==> src/logic/mspi_params.svh <==
// constants for the memory size and page index register bank
// Notes on behaviour
// RULE_01: config A reads back register, eeprom and ram space switch levels.
// RULE_02: size registers readable anytime; writes to them change nothing.
// RULE_03: config A bit 7 is 0 for 1K register space, 1 for 2K.
// RULE_04: config A bits 5:4 give eeprom space 0K, 2K, 4K, 8K.
// RULE_05: three ram switch bits give ram size 2K to 16K in 2K steps.
// RULE_06: ram reset base address follows from the ram switch code.
// RULE_07: smaller ram sits inside its mappable region per the alignment bit.
// RULE_08: config B reads back program memory and paging partition switches.
// RULE_09: config B bits 7:6 give program memory 0K, 16K, 48K, 64K.
// RULE_10: config B bits 1:0 give the off-chip/on-chip paged split.
// RULE_11: six-bit page index picks the 16K page shown at 0x8000-0xbfff.
// RULE_12: page index is a plain binary page number, 0 to 63.
// RULE_13: a bus write to the page index reaches the window one cycle later.
// RULE_14: far call and return reach the page index over a dedicated path.
// RULE_15: a special path update completes before its instruction ends.
// RULE_16: page index resets to 0x00 (writes any mode) or 0x3c (special only).
// RULE_17: page window access is internal or external by index and partition.
// RULE_18: unimplemented bits read zero and ignore writes.
// RULE_19: all three registers readable anytime with no read side effect.
`ifndef MSPI_PARAMS_SVH
`define MSPI_PARAMS_SVH
`define MSPI_OFF_CFG_A 8'h1c
`define MSPI_OFF_CFG_B 8'h1d
`define MSPI_OFF_PAGE 8'h30
`define MSPI_A_REG_BIT 7
`define MSPI_A_EEP_LSB 4
`define MSPI_A_RAM_LSB 0
`define MSPI_B_ROM_LSB 6
`define MSPI_B_PAG_LSB 0
`define MSPI_PAGE_RST_OPEN 6'h00
`define MSPI_PAGE_RST_LOCKED 6'h3c
`define MSPI_RAM_POS_RESET 8'h09
`define MSPI_WIN_LO 16'h8000
`define MSPI_WIN_HI 16'hbfff
`define MSPI_INT_FIRST_00 6'h38
`define MSPI_INT_FIRST_01 6'h30
`define MSPI_INT_FIRST_10 6'h20
`define MSPI_INT_FIRST_11 6'h00
`endif

==> src/logic/mspi_pkg.sv <==
// types shared by the memory size and page index bank
package mspi_pkg;
  typedef struct packed {
    logic [5:0] page_ff;
    logic [7:0] rdata_ff;
  } mspi_state_t;
  typedef struct packed {
    logic [15:0] ram_base;
    logic [15:0] ram_region_bytes;
  } mspi_ram_map_t;
endpackage : mspi_pkg

==> src/logic/mspi_bank.sv <==
// memory size view registers and program page index register
//
// Strobed register access was decided locally.
`timescale 1ns/1ps
`include "mspi_params.svh"
module mspi_bank #(
  parameter bit LOCKED_PAGE = 1'b0
) (
  input wire logic i_clk,
  input wire logic i_rst,
  input wire logic [7:0] i_addr,
  input wire logic [7:0] i_wdata,
  input wire logic i_wr,
  input wire logic i_rd,
  output logic [7:0] o_rdata,
  input wire logic i_special_mode,
  input wire logic i_register_space_switch,
  input wire logic [1:0] i_eeprom_space_switches,
  input wire logic [2:0] i_ram_space_switches,
  input wire logic [1:0] i_program_memory_space_switches,
  input wire logic [1:0] i_paging_partition_switches,
  input wire logic i_ram_alignment_bit,
  input wire logic i_call_wr,
  input wire logic [5:0] i_call_wdata,
  output logic [5:0] o_call_rdata,
  input wire logic [15:0] i_cpu_addr,
  output logic o_page_window_hit,
  output logic o_page_internal,
  output logic [19:0] o_paged_addr,
  output logic [15:0] o_ram_base,
  output logic [15:0] o_ram_region_bytes
);
  localparam logic [5:0] PAGE_RST = LOCKED_PAGE ? `MSPI_PAGE_RST_LOCKED : `MSPI_PAGE_RST_OPEN;
  mspi_pkg::mspi_state_t st_ff;
  mspi_pkg::mspi_state_t nxt_st;
  mspi_pkg::mspi_ram_map_t ram_map;
  logic [7:0] cfg_a;
  logic [7:0] cfg_b;
  logic page_wr_ok;
  logic [5:0] first_int;

  function automatic logic [5:0] int_first(input logic [1:0] code);
    unique case (code)
      2'h0: int_first = `MSPI_INT_FIRST_00;
      2'h1: int_first = `MSPI_INT_FIRST_01;
      2'h2: int_first = `MSPI_INT_FIRST_10;
      2'h3: int_first = `MSPI_INT_FIRST_11;
    endcase
  endfunction : int_first

  ////////////////////////////////////////////////////////////////////////
  // live switch views; zeros fill the unused positions
  always_comb
  begin
    cfg_a = 8'h00;
    cfg_a[`MSPI_A_REG_BIT] = i_register_space_switch; // [RULE_01] [RULE_03]
    cfg_a[`MSPI_A_EEP_LSB +: 2] = i_eeprom_space_switches; // [RULE_04]
    cfg_a[`MSPI_A_RAM_LSB +: 3] = i_ram_space_switches; // [RULE_05] [RULE_18]
    cfg_b = 8'h00;
    cfg_b[`MSPI_B_ROM_LSB +: 2] = i_program_memory_space_switches; // [RULE_08] [RULE_09]
    cfg_b[`MSPI_B_PAG_LSB +: 2] = i_paging_partition_switches; // [RULE_10] [RULE_18]
  end

  mspi_ram_map u_ram_map (
    .i_ram_code(i_ram_space_switches),
    .i_ram_align_high(i_ram_alignment_bit),
    .o_map(ram_map)
  );
  assign o_ram_base = ram_map.ram_base;
  assign o_ram_region_bytes = ram_map.ram_region_bytes;

  ////////////////////////////////////////////////////////////////////////
  // locked build lets the bus write the index only in special modes
  assign page_wr_ok = !LOCKED_PAGE || i_special_mode; // [RULE_16]

  // state update; call path beats a bus write in the same cycle
  always_comb
  begin
    nxt_st = st_ff;
    if (i_call_wr)
      nxt_st.page_ff = i_call_wdata; // [RULE_14] [RULE_15]
    else if (i_wr && i_addr == `MSPI_OFF_PAGE && page_wr_ok)
      nxt_st.page_ff = i_wdata[5:0]; // [RULE_13] [RULE_18]
    // size register writes fall through and change nothing
    nxt_st.rdata_ff = 8'h00; // [RULE_02]
    if (i_rd)
    begin
      unique case (i_addr)
        `MSPI_OFF_CFG_A: nxt_st.rdata_ff = cfg_a; // [RULE_19]
        `MSPI_OFF_CFG_B: nxt_st.rdata_ff = cfg_b;
        `MSPI_OFF_PAGE: nxt_st.rdata_ff = {2'h0, st_ff.page_ff};
        default: nxt_st.rdata_ff = 8'h00;
      endcase
    end
  end

  always_ff @(posedge i_clk)
  begin
    if (i_rst)
    begin
      st_ff.page_ff <= PAGE_RST; // [RULE_16]
      st_ff.rdata_ff <= 8'h00;
    end
    else
      st_ff <= nxt_st;
  end

  ////////////////////////////////////////////////////////////////////////
  // window decode uses the registered index only
  assign o_rdata = st_ff.rdata_ff;
  assign o_call_rdata = st_ff.page_ff; // [RULE_14]
  assign first_int = int_first(i_paging_partition_switches);
  assign o_page_window_hit = i_cpu_addr >= `MSPI_WIN_LO && i_cpu_addr <= `MSPI_WIN_HI; // [RULE_11]
  assign o_page_internal = o_page_window_hit && st_ff.page_ff >= first_int; // [RULE_17]
  assign o_paged_addr = {st_ff.page_ff, i_cpu_addr[13:0]}; // [RULE_12]

  ////////////////////////////////////////////////////////////////////////
  // checks
  chk_cfg_a_read: assert property (@(posedge i_clk) disable iff (i_rst) // [RULE_01]
    i_rd && i_addr == `MSPI_OFF_CFG_A |=> o_rdata == $past(cfg_a))
    else $error("config a read wrong");
  chk_cfg_b_read: assert property (@(posedge i_clk) disable iff (i_rst) // [RULE_08]
    i_rd && i_addr == `MSPI_OFF_CFG_B |=> o_rdata[5:2] == 4'h0 && o_rdata == $past(cfg_b))
    else $error("config b read wrong");
  chk_size_write_inert: assert property (@(posedge i_clk) disable iff (i_rst) // [RULE_02]
    i_wr && i_addr != `MSPI_OFF_PAGE && !i_call_wr |=> $stable(st_ff.page_ff))
    else $error("size write changed state");
  chk_page_bus_write: assert property (@(posedge i_clk) disable iff (i_rst) // [RULE_13]
    i_wr && i_addr == `MSPI_OFF_PAGE && page_wr_ok && !i_call_wr
    |=> o_paged_addr[19:14] == $past(i_wdata[5:0]))
    else $error("page write not seen next cycle");
  chk_page_call_write: assert property (@(posedge i_clk) disable iff (i_rst) // [RULE_15]
    i_call_wr |=> o_call_rdata == $past(i_call_wdata))
    else $error("call path write lost");
  chk_page_locked: assert property (@(posedge i_clk) disable iff (i_rst) // [RULE_16]
    i_wr && !page_wr_ok && !i_call_wr |=> $stable(st_ff.page_ff))
    else $error("locked page written");
  chk_page_readback: assert property (@(posedge i_clk) disable iff (i_rst) // [RULE_19]
    i_rd && i_addr == `MSPI_OFF_PAGE |=> o_rdata == {2'h0, $past(st_ff.page_ff)})
    else $error("page readback wrong");
  chk_internal_split: assert property (@(posedge i_clk) disable iff (i_rst) // [RULE_17]
    o_page_window_hit && i_paging_partition_switches == 2'h0
    |-> o_page_internal == (st_ff.page_ff[5:3] == 3'h7))
    else $error("partition decode wrong");
  chk_window_range: assert property (@(posedge i_clk) disable iff (i_rst) // [RULE_11]
    o_page_window_hit |-> i_cpu_addr[15:14] == 2'h2)
    else $error("window range wrong");

  ////////////////////////////////////////////////////////////////////////
  // reset and read port checks

  // reset is checked without the disable so the loaded value is seen
  chk_reset_values: assert property (@(posedge i_clk) // [RULE_16]
    i_rst |=> o_call_rdata == PAGE_RST && o_rdata == 8'h00)
    else $error("reset values wrong");

  // read data only stands after a read strobe
  chk_idle_rdata: assert property (@(posedge i_clk) disable iff (i_rst) // [RULE_19]
    !i_rd |=> o_rdata == 8'h00)
    else $error("read data without strobe");

  // offsets outside the bank answer with zero
  chk_unmapped_read: assert property (@(posedge i_clk) disable iff (i_rst) // [RULE_19]
    i_rd && i_addr != `MSPI_OFF_CFG_A && i_addr != `MSPI_OFF_CFG_B
    && i_addr != `MSPI_OFF_PAGE |=> o_rdata == 8'h00)
    else $error("unmapped read not zero");

  // a write strobe alone never produces read data
  chk_size_write_rdata: assert property (@(posedge i_clk) disable iff (i_rst) // [RULE_02]
    i_wr && !i_rd |=> o_rdata == 8'h00)
    else $error("write produced read data");

  ////////////////////////////////////////////////////////////////////////
  // field placement in the size views

  // register space bit sits at the top of config a
  chk_cfg_a_reg_bit: assert property (@(posedge i_clk) disable iff (i_rst) // [RULE_03]
    i_rd && i_addr == `MSPI_OFF_CFG_A |=> o_rdata[7] == $past(i_register_space_switch))
    else $error("register space bit wrong");

  // eeprom code in bits 5:4
  chk_cfg_a_eeprom: assert property (@(posedge i_clk) disable iff (i_rst) // [RULE_04]
    i_rd && i_addr == `MSPI_OFF_CFG_A |=> o_rdata[5:4] == $past(i_eeprom_space_switches))
    else $error("eeprom field wrong");

  // ram code in bits 2:0
  chk_cfg_a_ram: assert property (@(posedge i_clk) disable iff (i_rst) // [RULE_05]
    i_rd && i_addr == `MSPI_OFF_CFG_A |=> o_rdata[2:0] == $past(i_ram_space_switches))
    else $error("ram field wrong");

  // gaps in config a read as zero
  chk_cfg_a_gaps: assert property (@(posedge i_clk) disable iff (i_rst) // [RULE_18]
    i_rd && i_addr == `MSPI_OFF_CFG_A |=> o_rdata[6] == 1'b0 && o_rdata[3] == 1'b0)
    else $error("config a gap not zero");

  // program memory code in bits 7:6
  chk_cfg_b_rom: assert property (@(posedge i_clk) disable iff (i_rst) // [RULE_09]
    i_rd && i_addr == `MSPI_OFF_CFG_B
    |=> o_rdata[7:6] == $past(i_program_memory_space_switches))
    else $error("program memory field wrong");

  // paging partition code in bits 1:0
  chk_cfg_b_paging: assert property (@(posedge i_clk) disable iff (i_rst) // [RULE_10]
    i_rd && i_addr == `MSPI_OFF_CFG_B
    |=> o_rdata[1:0] == $past(i_paging_partition_switches))
    else $error("paging field wrong");

  // upper two index bits are not stored and read as zero
  chk_page_upper_zero: assert property (@(posedge i_clk) disable iff (i_rst) // [RULE_18]
    i_rd && i_addr == `MSPI_OFF_PAGE |=> o_rdata[7:6] == 2'h0)
    else $error("page upper bits not zero");

  ////////////////////////////////////////////////////////////////////////
  // page index update paths

  // the call path wins a same-cycle clash with a bus write
  chk_call_beats_bus: assert property (@(posedge i_clk) disable iff (i_rst) // [RULE_14]
    i_call_wr && i_wr && i_addr == `MSPI_OFF_PAGE |=> o_call_rdata == $past(i_call_wdata))
    else $error("bus write beat call path");

  // without a write the index holds
  chk_page_hold: assert property (@(posedge i_clk) disable iff (i_rst) // [RULE_12]
    !i_call_wr && !(i_wr && i_addr == `MSPI_OFF_PAGE) |=> $stable(st_ff.page_ff))
    else $error("page changed without write");

  // index must not move in the cycle of the bus write itself
  chk_page_no_early: assert property (@(posedge i_clk) disable iff (i_rst) // [RULE_13]
    i_wr && i_addr == `MSPI_OFF_PAGE && !i_call_wr |-> o_paged_addr[19:14] == st_ff.page_ff)
    else $error("page write seen too early");

  ////////////////////////////////////////////////////////////////////////
  // window decode

  // offset inside the window passes straight through
  chk_paged_addr_low: assert property (@(posedge i_clk) disable iff (i_rst) // [RULE_11]
    o_paged_addr[13:0] == i_cpu_addr[13:0])
    else $error("window offset wrong");

  // every address of the window must hit
  chk_window_inside: assert property (@(posedge i_clk) disable iff (i_rst) // [RULE_11]
    i_cpu_addr[15:14] == 2'h2 |-> o_page_window_hit)
    else $error("window miss inside range");

  // internal only ever qualifies a window access
  chk_internal_needs_hit: assert property (@(posedge i_clk) disable iff (i_rst) // [RULE_17]
    !o_page_window_hit |-> !o_page_internal)
    else $error("internal outside window");

  // quarter split: top sixteen pages on chip
  chk_internal_split_01: assert property (@(posedge i_clk) disable iff (i_rst) // [RULE_17]
    o_page_window_hit && i_paging_partition_switches == 2'h1
    |-> o_page_internal == (st_ff.page_ff[5:4] == 2'h3))
    else $error("partition 01 decode wrong");

  // half split: upper half of the pages on chip
  chk_internal_split_10: assert property (@(posedge i_clk) disable iff (i_rst) // [RULE_17]
    o_page_window_hit && i_paging_partition_switches == 2'h2
    |-> o_page_internal == st_ff.page_ff[5])
    else $error("partition 10 decode wrong");

  // all on chip: every window access internal
  chk_internal_full: assert property (@(posedge i_clk) disable iff (i_rst) // [RULE_17]
    o_page_window_hit && i_paging_partition_switches == 2'h3 |-> o_page_internal)
    else $error("partition 11 decode wrong");

  // each page bit lands on its own upper address line
  for (genvar g = 0; g < 6; g++)
  begin : gen_page_bits
    chk_page_bit: assert property (@(posedge i_clk) disable iff (i_rst) // [RULE_12]
      o_paged_addr[14 + g] == st_ff.page_ff[g])
      else $error("page bit misplaced");
  end

  ////////////////////////////////////////////////////////////////////////
  // ram placement

  // full-size top code always starts at zero
  chk_ram_base_full: assert property (@(posedge i_clk) disable iff (i_rst) // [RULE_06]
    i_ram_space_switches == 3'h7 |-> o_ram_base == 16'h0000)
    else $error("full ram base wrong");

  // smallest code keeps its fixed base
  chk_ram_base_small: assert property (@(posedge i_clk) disable iff (i_rst) // [RULE_06]
    i_ram_space_switches == 3'h0 |-> o_ram_base == 16'h0800)
    else $error("small ram base wrong");

  // low alignment pins larger codes to the region bottom
  chk_ram_align_low: assert property (@(posedge i_clk) disable iff (i_rst) // [RULE_07]
    !i_ram_alignment_bit && i_ram_space_switches != 3'h0 |-> o_ram_base == 16'h0000)
    else $error("low aligned ram base wrong");

  // region grows to the top size for the upper codes
  chk_ram_region_top: assert property (@(posedge i_clk) disable iff (i_rst) // [RULE_05]
    i_ram_space_switches[2] |-> o_ram_region_bytes == 16'h4000)
    else $error("ram region wrong");

  ////////////////////////////////////////////////////////////////////////
  // scenario covers
  cov_external_window: cover property (@(posedge i_clk) disable iff (i_rst)
    o_page_window_hit && !o_page_internal);
  cov_locked_refuse: cover property (@(posedge i_clk) disable iff (i_rst)
    i_wr && i_addr == `MSPI_OFF_PAGE && !page_wr_ok);
  cov_page_write: cover property (@(posedge i_clk) disable iff (i_rst)
    i_wr && i_addr == `MSPI_OFF_PAGE ##1 o_page_internal);
  cov_call_write: cover property (@(posedge i_clk) disable iff (i_rst) i_call_wr);
  cov_cfg_read: cover property (@(posedge i_clk) disable iff (i_rst)
    i_rd && i_addr == `MSPI_OFF_CFG_A ##1 i_rd && i_addr == `MSPI_OFF_CFG_B);
endmodule : mspi_bank

==> src/logic/mspi_ram_map.sv <==
// ram placement decode from the ram space switches
`timescale 1ns/1ps
`include "mspi_params.svh"
module mspi_ram_map (
  input wire logic [2:0] i_ram_code,
  input wire logic i_ram_align_high,
  output mspi_pkg::mspi_ram_map_t o_map
);
  logic [15:0] alloc;
  logic [15:0] region;
  // allocation is 2K per step; region rounds up to a power of two
  always_comb
  begin
    alloc = {1'b0, ({1'b0, i_ram_code} + 4'h1), 11'h000}; // [RULE_05]
    unique case (i_ram_code)
      3'h0: region = 16'h0800;
      3'h1: region = 16'h1000;
      3'h2, 3'h3: region = 16'h2000;
      default: region = 16'h4000;
    endcase
    o_map.ram_region_bytes = region;
    // reset base sits so ram ends at the region top, code 0 fixed at 0x0800; low align moves the others to 0
    if (i_ram_align_high || alloc == region) // [RULE_07]
      o_map.ram_base = (i_ram_code == 3'h0) ? 16'h0800 : region - alloc; // [RULE_06]
    else
      o_map.ram_base = 16'h0000;
  end
endmodule : mspi_ram_map

==> config.mk <==
export PLATFORM = sky130hd
export DESIGN_NAME = mspi_bank
export DESIGN_NICKNAME = d
export VERILOG_FILES = /design/src/logic/mspi_pkg.sv /design/src/logic/mspi_bank.sv /design/src/logic/mspi_ram_map.sv
export VERILOG_INCLUDE_DIRS = /design/src /design/src/logic
export SDC_FILE = /design/constraint.sdc
export NUM_CORES = 1
export LEC_CHECK = 0
export BUFFER_PORTS_ARGS = -buffer_cell sky130_fd_sc_hd__buf_2
export CELL_PAD_IN_SITES_DETAIL_PLACEMENT = 2
export CELL_PAD_IN_SITES_GLOBAL_PLACEMENT = 2
export CORE_UTILIZATION = 19
export DETAILED_ROUTE_END_ITERATION = 16
export PLACE_DENSITY_LB_ADDON = 0.1
export REMOVE_ABC_BUFFERS = 1
export SLEW_MARGIN = 20
export SYNTH_ARGS = -nofsm -noshare
export SYNTH_HDL_FRONTEND = slang
export SYNTH_SLANG_ARGS = --single-unit
==> constraint.sdc <==
create_clock -name i_clk -period 3.7 [get_ports i_clk]
set_input_delay 0.74 -clock i_clk [delete_from_list [all_inputs] [get_ports i_clk]]
set_output_delay 0.74 -clock i_clk [all_outputs]
set_load 0.02 [all_outputs]
### Word level (Yosys, flattened, before mapping)

Index checks and enable logic that the tools add are counted.

| word-level totals | value |
|---|---|
| register bits | 14 |
| output and inout bits | 68 |

| operators by class | value |
|---|---|
| add/sub/neg operators | 2 |
| order comparisons | 3 |
| equality and inequality tests | 10 |
| mux-type cells | 7 |
| bitwise gates (word level) | 1 |
| reduce and logical (&&, ||, !) cells | 9 |

Operator list:

| kind | number |
|---|---|
| case mux 15 bit (3 select lines) | 1 |
| two-way mux 16 bit | 2 |
| case mux 6 bit (4 select lines) | 1 |
| case mux 8 bit (3 select lines) | 1 |
| == test 8 x 5 -> 1 bit (second input constant) | 2 |
| >= comparator 16 bit (second input constant) | 1 |
| <= comparator 16 bit (second input constant) | 1 |
| subtractor 15 x 15 -> 16 bit | 1 |
| == test 15 bit | 1 |
| two-way mux 6 bit | 2 |
| == test 8 x 6 -> 1 bit (second input constant) | 1 |
| == test 3 x 2 -> 1 bit (second input constant) | 2 |
| >= comparator 6 bit | 1 |
| adder 3 x 1 -> 4 bit (second input constant) | 1 |
| == test 2 bit (second input constant) | 2 |
| OR reduction 2 bit | 2 |
| == test 3 x 1 -> 1 bit (second input constant) | 1 |
| logical AND 1 bit | 3 |
| logical NOT 3 bit | 1 |
| == test 2 x 1 -> 1 bit (second input constant) | 1 |
| logical NOT 2 bit | 1 |
| nonzero test 2 bit | 1 |
| logical OR 1 bit | 1 |
| inverter 1 bit | 1 |

### Depth between registers and ports, before layout

Gate-level depths: netlist of the first run.

| logic depth | value |
|---|---|
| depth in word-level cells | 6 |
| gate-level depth with buffers | 6 |

### Modules after synthesis

A second synthesis of the first run with hierarchy kept.

| unflattened totals | value |
|---|---|
| cell total of the unflattened synthesis | 161 |
| area, all modules | 1361.3 µm² |

By module, submodules not included:

| module | times used | cells an instance | area each (µm²) |
|---|---|---|---|
| mspi_bank | 1 | 101 | 942.2 |
| mspi_ram_map | 1 | 60 | 419.2 |

### Worst setup path before layout of the first run

No wires, ideal clock.

| timing | value |
|---|---|
| kind | input to output |
| start | input i_ram_space_switches[1] |
| end | output o_ram_base[12] |
| arrival time | 2060 ps |
| path slack | 900 ps |
| cell stages on the path | 6 |
| path buffers | 0 |
| cells stage by stage | inv_1 ha_1 nor2b_1 ha_1 xnor2_1 nor2_1 |

| on the way | value |
|---|---|
| word-level cells in the longest chain between the ends | 6 |
| elaborated cells between the ends (all ways) | 12 |
| those cells by class | add/sub (2); eq/ne (4); mux (3); reduce/logical (3) |

Ends and longest elaborated chain:

| element | line | RTL |
|---|---|---|
| start, declared | mspi_bank.sv:19 | `input wire logic [2:0] i_ram_space_switches,` |
| == test 3 x 2 -> 1 bit | mspi_ram_map.sv:15 | `unique case (i_ram_code)` |
| OR reduction 2 bit | mspi_ram_map.sv:15 |  |
| case mux 15 bit (3 select lines) (*) | mspi_ram_map.sv:15 |  |
| via o_ram_region_bytes[12] | mspi_bank.sv:31 | `output logic [15:0] o_ram_region_bytes` |
| subtractor 15 x 15 -> 16 bit / == test 15 bit (equally long branches) | mspi_ram_map.sv:24, mspi_ram_map.sv:23 |  |
| two-way mux 16 bit / logical OR 1 bit (equally long branches) | mspi_ram_map.sv:24, mspi_ram_map.sv:23 |  |
| two-way mux 16 bit (*) | mspi_ram_map.sv:23 | `if (i_ram_align_high \|\| alloc == region)` |
| end, declared | mspi_bank.sv:30 | `output logic [15:0] o_ram_base,` |

The timed path passes the listed nets; every way through them passes the cells marked *.

### Final worst setup path of the first run

| timing | value |
|---|---|
| start | input i_paging_partition_switches[1] |
| end | output o_page_internal |

| on the way | value |
|---|---|
| word-level cells in the longest chain between the ends | 4 |
| elaborated cells between the ends (all ways) | 7 |
| those cells by class | order compare (1); eq/ne (3); mux (1); reduce/logical (2) |

Ends and longest elaborated chain:

| element | line | RTL |
|---|---|---|
| start, declared | mspi_bank.sv:21 | `input wire logic [1:0] i_paging_partition_switches,` |
| == test 2 bit (tied with other cells) | mspi_bank.sv:43 | `unique case (code)` |
| case mux 6 bit (4 select lines) (*) | mspi_bank.sv:43 |  |
| >= comparator 6 bit (*) | mspi_bank.sv:114 | `assign o_page_internal = o_page_window_hit && st_ff.page_ff >= first_int;` |
| logical AND 1 bit (*) | mspi_bank.sv:114 |  |
| end, declared | mspi_bank.sv:28 | `output logic o_page_internal,` |

Mark *: on every way between the ends. The rest lies on a longest branch, timed or not. The select of a mux whose other input is x is not followed.

==> results.ini, run 1 <==
[cts]
cts_root_buf = clkbuf_8
path_clk_slew_ps = 60
hold_buffers = 0
htreeDepth = 1
cts_buffer_depth = 2
clkLatencyLatePin_ps = 240
cts_made_buffers = 3
cts_tree = done
cts.sinks = 14
cts-resized-gates = 0
cts_setup_buffers = 0

[drt]
wire_per_inst_um = 14.0
vias_per_cell = 4.06
routed-via-count = 1116
drtAntennaViolNets = 0
dr.pass1.iters = 12
drtIter0Drc = 23
drc_errors = 5
wirelength_um = 3840

[grt]
grt_pass1_wl_um = 6130
grt_usage = 0.109
grt_max_degree = 13
antenna_found_initial = 0
grt_pass1_vias = 1241
met2_usage = 0.183
grt.met1_usage = 0.128
use_met3 = 0.0574
grt_overflow = 0
busiest_layer = met2

[die]
start_util = 0.201
fp-row-count = 29
die_w_um = 84.9
coreArea_um2 = 6490
die_y_um = 84.9
io_pins = 123
fp.dieArea_um2 = 7200

[sta]
hold_slack_ps = 504
fin_crit_sh = 0.814
relSlewSlack = 0.647
setup-violations-final = 0
fin_tns_setup_ps = 0
finClkSkew_ps = 2.81
tightestPinTransition_ps = 522
period_minus_slack_ps = 3010
hold_violations = 0
slew_violations = 0
rsz0062_at_grt = false
clock.fmax_mhz = 332

[critical_path]
reg2reg_depth = 2
timing.rr.start = o_call_rdata[4]
critPathCaptureType = output port
r2r-end = o_call_rdata[4]
crit_end = o_page_internal
ff2ff_setup_slack_ps = 2890
crit_path_start_kind = input pin
worstSetupStartpoint = i_paging_partition_switches[1]
crit_arrival_ps = 2270
critical_path.max_fanout = 4
crit_required_ps = 2960
crit_type = in -> out

[flow_run]
maxCapViolations = 0

[logic_synthesis]
netlist.area_leader.share = 0.247
synth_edf_count = 0
ys_seq_elements = 14
synth.avg_cell_area_um2 = 8.64
ys.warnings.count = 0
async_flop_share = 0
synthFlopType = dfxtp_1
synth_area_um2 = 1310
synth_most_common_cell = buf_4
synth_largest_area_cell = buf_4
syn_inst = 151
synth.area.top_cells = buf_4 25%, dfxtp_1 21%, ha_1 9.6%
synth.distinct_cells = 35
synth_seq_area_share = 0.215
synth_common_cells = 43 x buf_4, 17 x nor2_1, 14 x dfxtp_1

[placement]
numPlacedInstances = 271
gp_congestion = 0.685
port_buffers = 68
dp_hpwl_um = 3280

[hold_path]
hold_class = reg -> reg

[cells_and_area]
fin_nets = 264
final_layout_size_suffix_gt1_frac = 0.419
n_antenna_cell = 0
utilization = 0.234
area_delta_synth_final_pct = 16.3
stdcell_count = 275

[status]
violations = design-rule violations
status = finished, violations left

[pwr]
p_per_area_nw_per_um2 = 306
p_total_uw = 464
p_leak_nw = 0.822
ir_drop_mv = 0.107

cells by family after synthesis:
group / synth area share
DFF: 0.215
AOI/OAI and AO/OA: 0.143
xor gates and xnor gates: 0.0134
and+or+nand+nor: 0.158
other: 0.00287
adders and majority gates: 0.0959
buffers and inverters: 0.303
muxes: 0.0690
through the flow:
stage          area [um2]  worst slack [ps]
2_1_floorplan        1030               900
3_3_place_gp         1460               687
3_5_place_dp         1460               672
4_1_cts              1520               668
5_1_grt              1520               599
6_report             1520               688
worst min path at each step:
stage,slack (ps),endpoint,from,cells past startpoint
finish,500,o_rdata[3],o_call_rdata[3],2
floorplan,630,o_rdata[3],o_call_rdata[3],2
global route,540,o_rdata[3],o_call_rdata[3],2
CTS,520,o_rdata[3],o_call_rdata[3],2
global placement,530,o_rdata[3],o_call_rdata[3],2
detailed placement,510,o_rdata[3],o_call_rdata[3],2
cell usage in the layout, fill, tap and decap left out:
cell	Yosys	final
nand2b_1	1	1
nor2b_1	2	2
a21oi_1	3	3
ha_1	10	10
mux2i_1	9	9
nor4b_1	1	1
or4b_2	1	1
nor2_2	4	4
conb_1	1	23
a221oi_1	1	1
and2_1	1	1
nand2_1	3	3
buf_2	0	68
nor3_1	3	3
nor4b_4	1	1
o21a_1	2	2
o21ai_0	1	1
xnor2_1	1	1
o21bai_1	1	1
inv_1	9	9
a21boi_1	1	1
a211oi_1	2	2
nand3b_1	2	2
clkbuf_8	0	4
dfxtp_1	14	14
xor2_1	1	1
a211oi_2	4	4
a21boi_0	2	2
and3b_1	1	1
a21o_1	1	1
a22oi_1	3	3
nor2_1	17	17
a31o_4	1	1
worst max-delay path: stages:
cell	delay (ps)
buf_2	110
nor2_1	50
ha_1	250
or4b_2	570
a21boi_1	160
o21a_1	130
o21a_1	100
buf_2	160
flip-flops by register name (all words and copies together) (netlist names):
signal        cells
o_call_rdata      6
o_rdata           8
power breakdown:
group | leakage [nW] | internal [mW] | total, mW | switching [mW]
combinational | 0.679 | 0.0560 | 0.153 | 0.0974
clock | 0.0288 | 0.0941 | 0.147 | 0.0525
sequential | 0.114 | 0.156 | 0.164 | 0.00810
layout make-up:
class,count,area (um2)
Multi-Input combinational cell,103,712
Inverter,9,33.8
Timing Repair Buffer,68,340
Tap cell,77,96.3
Clock buffer,4,55.1
Sequential cell,14,280
Fill cell,783,4980
routing by layer:
metal	routed length (um)	vias to the layer above	part of all wire
li1	-	530	-
met1	1490	510	0.39
met2	1860	74	0.49
met3	460	2	0.12
met4	25	0	0.0065
met5	0	-	0
Power figures use the tool's default switching activity.
==> run 2, diff against run 1 <==
Settings changed: CORE_UTILIZATION 19 to 18.
Clock period 3.7 ns to 2.8 ns, I/O delays scaled along.
==> results.ini, run 2 (synthesized netlist as in run 1, its figures left out) <==
[status]
status = finished clean  ; was finished, violations left

[placement]
gp_congestion = 0.639  ; was 0.685
port_buffers = 68  ; unchanged
place_area_um2 = 1490  ; was 1460 um2
dp_hpwl_um = 3330  ; was 3280 um
place_ws_ps = 79.8  ; was 672 ps

[cells_and_area]
largest_reg_flops = 8  ; unchanged
area_delta_synth_final_pct = 18.5  ; was 16.3%
final_layout_size_suffix_gt1_frac = 0.429  ; was 0.419
final_cell_area_um2 = 1550  ; was 1520 um2
n_antenna_cell = 0  ; unchanged
layout_common_cells = 68 x buf_2, 23 x conb_1, 17 x nor2_1  ; unchanged
fillers = 857  ; was 783
fin_nets = 264  ; unchanged
layout.cells.most_common = buf_2  ; unchanged

[drt]
wirelength_um = 3910  ; was 3840 um
vias_per_cell = 3.80  ; was 4.06
drtIter0Drc = 21  ; was 23
wire_per_inst_um = 13.3  ; was 14.0 um
drc_errors = 0  ; was 5
drtAntennaViolNets = 0  ; unchanged
routed-via-count = 1118  ; was 1116
dr.pass1.iters = 3  ; was 12

[sta]
relSlewSlack = 0.658  ; was 0.647
setup_ws_ps = 121  ; was 688 ps
rsz0062_at_grt = false  ; unchanged
hold_slack_ps = 489  ; was 504 ps
fin_crit_sh = 0.957
clock.fmax_mhz = 373
setup-violations-final = 0  ; unchanged
fin_tns_setup_ps = 0  ; unchanged
slew_violations = 0  ; unchanged
tightestPinTransition_ps = 505  ; was 522 ps
hold_violations = 0  ; unchanged
finClkSkew_ps = 2.78  ; was 2.81 ps
period_minus_slack_ps = 2680

[pwr]
clkPwrFrac = 0.312  ; was 0.316
p_leak_nw = 0.823  ; was 0.822 nW
pwr-share-comb = 0.334  ; was 0.331
swShare = 0.342  ; was 0.341
p_per_area_nw_per_um2 = 398  ; was 306 nW/um2
p_int_uw = 405  ; was 306 uW
sequentialPowerShare = 0.354  ; was 0.353
ir_drop_mv = 0.149  ; was 0.107 mV
power.switching_uw = 210  ; was 158 uW

[critical_path]
critical_path.max_fanout = 3  ; was 4
crit_arrival_ps = 2120  ; was 2270 ps
crit_type = in -> out  ; unchanged
crit_required_ps = 2240  ; was 2960 ps
critPathCaptureType = output port  ; unchanged
crit_path_start_kind = input pin  ; unchanged

[cts]
cts_made_buffers = 3  ; unchanged
clkLatencyLatePin_ps = 240  ; about the same
cts_root_buf = clkbuf_8  ; unchanged
hold_buffers = 0  ; unchanged
path_clk_slew_ps = 60  ; about the same
cts_tree = done  ; unchanged
cts_buffer_depth = 2  ; unchanged
cts.sinks = 14  ; unchanged
htreeDepth = 1  ; unchanged

[die]
die_y_um = 87.1  ; was 84.9 um
io_pins = 123  ; unchanged
fp.dieArea_um2 = 7590  ; was 7200 um2
coreArea_um2 = 6910  ; was 6490 um2
die_w_um = 87.1  ; was 84.9 um
fp-row-count = 30  ; was 29
start_util = 0.189  ; was 0.201

[grt]
grt_usage = 0.0988  ; was 0.109
antenna_found_initial = 0  ; unchanged
grt_pass1_wl_um = 5680  ; was 6130 um
grt_max_degree = 13  ; unchanged
grt_overflow = 0  ; unchanged
grt_pass1_vias = 1181  ; was 1241

[hold_path]
hold_class = reg -> reg  ; unchanged

[flow_run]
maxCapViolations = 0  ; unchanged

-- run 2: cell counts in the layout (fill, tap and decap cells not counted) --
Identical to the previous run, type by type.
-- run 2: area by class of cell --
class	instances	area, um2	share of cell area
multi-input cells	103	716	0.463
repair buffers	68	340	0.220
flip-flops and latches	14	282	0.182
inverters	9	33.8	0.0218
clock buffers	4	55.1	0.0356
well taps	96	120	0.0777
-- run 2: timing repair --
item                                    4_1_cts  5_1_grt
resized for setup                             0        2
endpoints found under the setup margin        0        1
buffers inserted                              0        0
-- run 2: worst paths after layout --
| check | startpoint | to | slack [ps] | cells after the start |
|---|---|---|---|---|
| max | i_paging_partition_switches[0] | o_page_internal | 120 | 8 |
| min | o_call_rdata[3] | o_rdata[3] | 490 | 2 |
| max reg2reg | o_call_rdata[4] | o_call_rdata[4] | 1960 | 2 |
| min reg2reg | o_call_rdata[3] | o_rdata[3] | 490 | 2 |
-- run 2: power by group through the flow --
stage / clock, mW / combinational [mW] / sequential, mW
floorplan: 0 / 0.112 / 0.234
global placement: 0 / 0.202 / 0.222
detailed placement: 0 / 0.206 / 0.223
finish: 0.192 / 0.206 / 0.218
global route: 0.206 / 0.225 / 0.219
CTS: 0.198 / 0.208 / 0.219
-- run 2: stage by stage --
stage	power, mW	util	instances
4_1_cts	0.625	0.223	294
3_5_place_dp	0.430	0.215	290
3_3_place_gp	0.424	0.215	290
6_report	0.616	0.224	294
2_1_floorplan	0.345	-	126
5_1_grt	0.651	0.224	294
-- run 2: worst max-delay path: stages --
cell      delay (ps)
buf_2            110
nor2_1            50
ha_1             260
or4b_2           600
a21boi_2         160
o21a_1           120
o21a_1           110
buf_2            160
-- run 2: routing by layer --
layer	GRT usage	vias up	part of all wire
li1	-	531	-
met1	0.115	509	0.40
met2	0.169	76	0.48
met3	0.0493	2	0.11
met4	0.00894	0	0.0051
met5	0	-	0
==> run 3, diff against run 2 <==
Settings changed: SYNTH_HIERARCHICAL from default to 1.
==> results.ini, run 3 <==
[cts]
cts-resized-gates = 0  ; unchanged
cts_made_buffers = 3  ; unchanged
hold_buffers = 0  ; unchanged
cts.sinks = 14  ; unchanged
cts_tree = done  ; unchanged
clkLatencyLatePin_ps = 240  ; about the same
path_clk_slew_ps = 60  ; about the same
cts_setup_buffers = 0  ; unchanged
cts_buffer_depth = 2  ; unchanged
htreeDepth = 1  ; unchanged
cts_root_buf = clkbuf_8  ; unchanged

[die]
fp-row-count = 31  ; was 30
fp.dieArea_um2 = 7910  ; was 7590 um2
io_pins = 123  ; unchanged
coreArea_um2 = 7290  ; was 6910 um2
die_y_um = 89.0  ; was 87.1 um
start_util = 0.187  ; was 0.189
die_w_um = 89.0  ; was 87.1 um

[placement]
dp_hpwl_um = 3340  ; was 3330 um
port_buffers = 68  ; unchanged
numPlacedInstances = 301  ; was 290
gp_congestion = 0.745  ; was 0.639
place_ws_ps = 216  ; was 79.8 ps

[sta]
period_minus_slack_ps = 2580  ; was 2680 ps
relSlewSlack = 0.431  ; was 0.658
setup_ws_ps = 220  ; was 121 ps
clock.fmax_mhz = 388  ; was 373 MHz
fin_crit_sh = 0.921  ; was 0.957
fin_tns_setup_ps = 0  ; unchanged
rsz0062_at_grt = false  ; unchanged
setup-violations-final = 0  ; unchanged
finClkSkew_ps = 1.20  ; was 2.78 ps
slew_violations = 0  ; unchanged
hold_violations = 0  ; unchanged
tightestPinTransition_ps = 851  ; was 505 ps

[logic_synthesis]
synth_area_um2 = 1360  ; was 1310 um2
synth.area.top_cells = buf_4 24%, dfxtp_1 21%, ha_1 9.2%  ; was buf_4 25%, dfxtp_1 21%, ha_1 9.6%
synth_edf_count = 0  ; unchanged
synth_common_cells = 43 x buf_4, 14 x dfxtp_1, 10 x ha_1  ; was 43 x buf_4, 17 x nor2_1, 14 x dfxtp_1
ys.warnings.count = 6  ; was 0
synth.distinct_cells = 34  ; was 35
synth_largest_area_cell = buf_4  ; unchanged
synthFlopType = dfxtp_1  ; unchanged
synth_seq_area_share = 0.206  ; was 0.215
syn_inst = 161  ; was 151
ys_seq_elements = 14  ; unchanged
synth_most_common_cell = buf_4  ; unchanged
netlist.area_leader.share = 0.237  ; was 0.247
synth.avg_cell_area_um2 = 8.46  ; was 8.64 um2
async_flop_share = 0  ; unchanged

[critical_path]
critPathCaptureType = output port  ; unchanged
crit_arrival_ps = 2020  ; was 2120 ps
ff2ff_setup_slack_ps = 1930  ; was 1960 ps
crit_type = in -> out  ; unchanged
reg2reg_depth = 2  ; unchanged
crit_required_ps = 2240  ; about the same
critical_path.max_fanout = 9  ; was 3
timing.rr.start = o_call_rdata[5]  ; was o_call_rdata[4]
crit_path_start_kind = input pin  ; unchanged
r2r-end = o_call_rdata[5]  ; was o_call_rdata[4]

[cells_and_area]
layout_common_cells = 68 x buf_2, 23 x conb_1, 14 x dfxtp_1  ; was 68 x buf_2, 23 x conb_1, 17 x nor2_1
final_layout_size_suffix_gt1_frac = 0.398  ; was 0.429
layout.cells.most_common = buf_2  ; unchanged
largest_reg_flops = 8  ; unchanged
area_delta_synth_final_pct = 17.5  ; was 18.5%
fin_nets = 272  ; was 264
n_antenna_cell = 0  ; unchanged
stdcell_count = 305  ; was 294

[grt]
grt_pass1_wl_um = 5870  ; was 5680 um
antenna_found_initial = 0  ; unchanged
grt_usage = 0.0962  ; was 0.0988
grt_overflow = 0  ; unchanged
grt_pass1_vias = 1212  ; was 1181
grt_max_degree = 17  ; was 13

[drt]
drc_errors = 0  ; unchanged
wirelength_um = 4010  ; was 3910 um
routed-via-count = 1230  ; was 1118
drtAntennaViolNets = 0  ; unchanged
drtIter0Drc = 21  ; unchanged
dr.pass1.iters = 4  ; was 3
vias_per_cell = 4.03  ; was 3.80
wire_per_inst_um = 13.1  ; was 13.3 um

[pwr]
p_leak_nw = 0.807  ; was 0.823 nW
p_per_area_nw_per_um2 = 386  ; was 398 nW/um2
ir_drop_mv = 0.108  ; was 0.149 mV

[hold_path]
holdPathEnd = o_rdata[3]  ; unchanged
hold_class = reg -> reg  ; unchanged
worstHoldStart = o_call_rdata[3]  ; unchanged
hold_depth = 2  ; unchanged

[flow_run]
maxCapViolations = 0  ; unchanged

[status]
status = finished clean  ; unchanged

run 3: cell count changes after synthesis, sizes merged, moves of 3 or more:
cell,before,now
a22oi,3,0
a311oi,0,6
nand3,0,7
a21oi,3,8
nand4b,0,3
nor2,21,8
o21ai,1,6
run 3: stage by stage:
stage / power (mW) / utilization / instance area, um2 / hold WS [ps]
2_1_floorplan: 0.342 / - / 1070 / 633
3_3_place_gp: 0.423 / 0.212 / 1540 / 511
3_5_place_dp: 0.428 / 0.212 / 1540 / 530
4_1_cts: 0.630 / 0.219 / 1600 / 545
5_1_grt: 0.654 / 0.219 / 1600 / 567
6_report: 0.618 / 0.219 / 1600 / 535
run 3: layout make-up:
| cell class | instances | area, um2 |
|---|---|---|
| fill | 901 | 5690 |
| multi-input combinational | 110 | 758 |
| timing repair buffer | 69 | 348 |
| sequential | 14 | 280 |
| tap | 99 | 124 |
| clock buffer | 4 | 55.1 |
| inverter | 9 | 33.8 |
run 3: power by group:
part	internal [mW]	leakage, nW	switching, mW
Sequential	0.206	0.114	0.00985
Clock	0.124	0.0288	0.0728
Combinational	0.0730	0.664	0.132
Total	0.403	0.807	0.215
run 3: cells by family after synthesis:
family	after synthesis	share of synthesized area
AND/OR/NAND/NOR	37	0.172
AO/OA/AOI/OAI	30	0.155
multiplexers	9	0.0680
other	1	0.00275
flip-flops	14	0.206
adder cells (fa/ha/maj)	10	0.0919
buffers and inverters	59	0.298
XOR/XNOR	1	0.00643
run 3: worst max-delay path by stage:
| stage | startpoint | to |
|---|---|---|
| 6_report | i_ram_space_switches[0] | o_ram_base[14] |
| 5_1_grt | i_ram_space_switches[0] | o_ram_base[14] |
| 4_1_cts | i_ram_space_switches[0] | o_ram_base[14] |
| 3_5_place_dp | i_ram_space_switches[0] | o_ram_base[14] |
| 3_3_place_gp | i_ram_space_switches[0] | o_ram_base[14] |
| 2_1_floorplan | i_ram_space_switches[1] | o_ram_base[12] |
run 3: worst max-delay path, stage by stage:
cell and delay, ps:
buf_2 200, ha_1 190, ha_1 220, a21boi_2 200
o21ai_2 70, a211o_1 300, a21oi_2 110, buf_2 170
run 3: layer usage:
layer	GRT usage	share of wire	up-vias
li1	-	-	582
met1	0.116	0.41	570
met2	0.170	0.49	78
met3	0.0277	0.10	0
met4	0.0216	0	0
met5	0	0	-
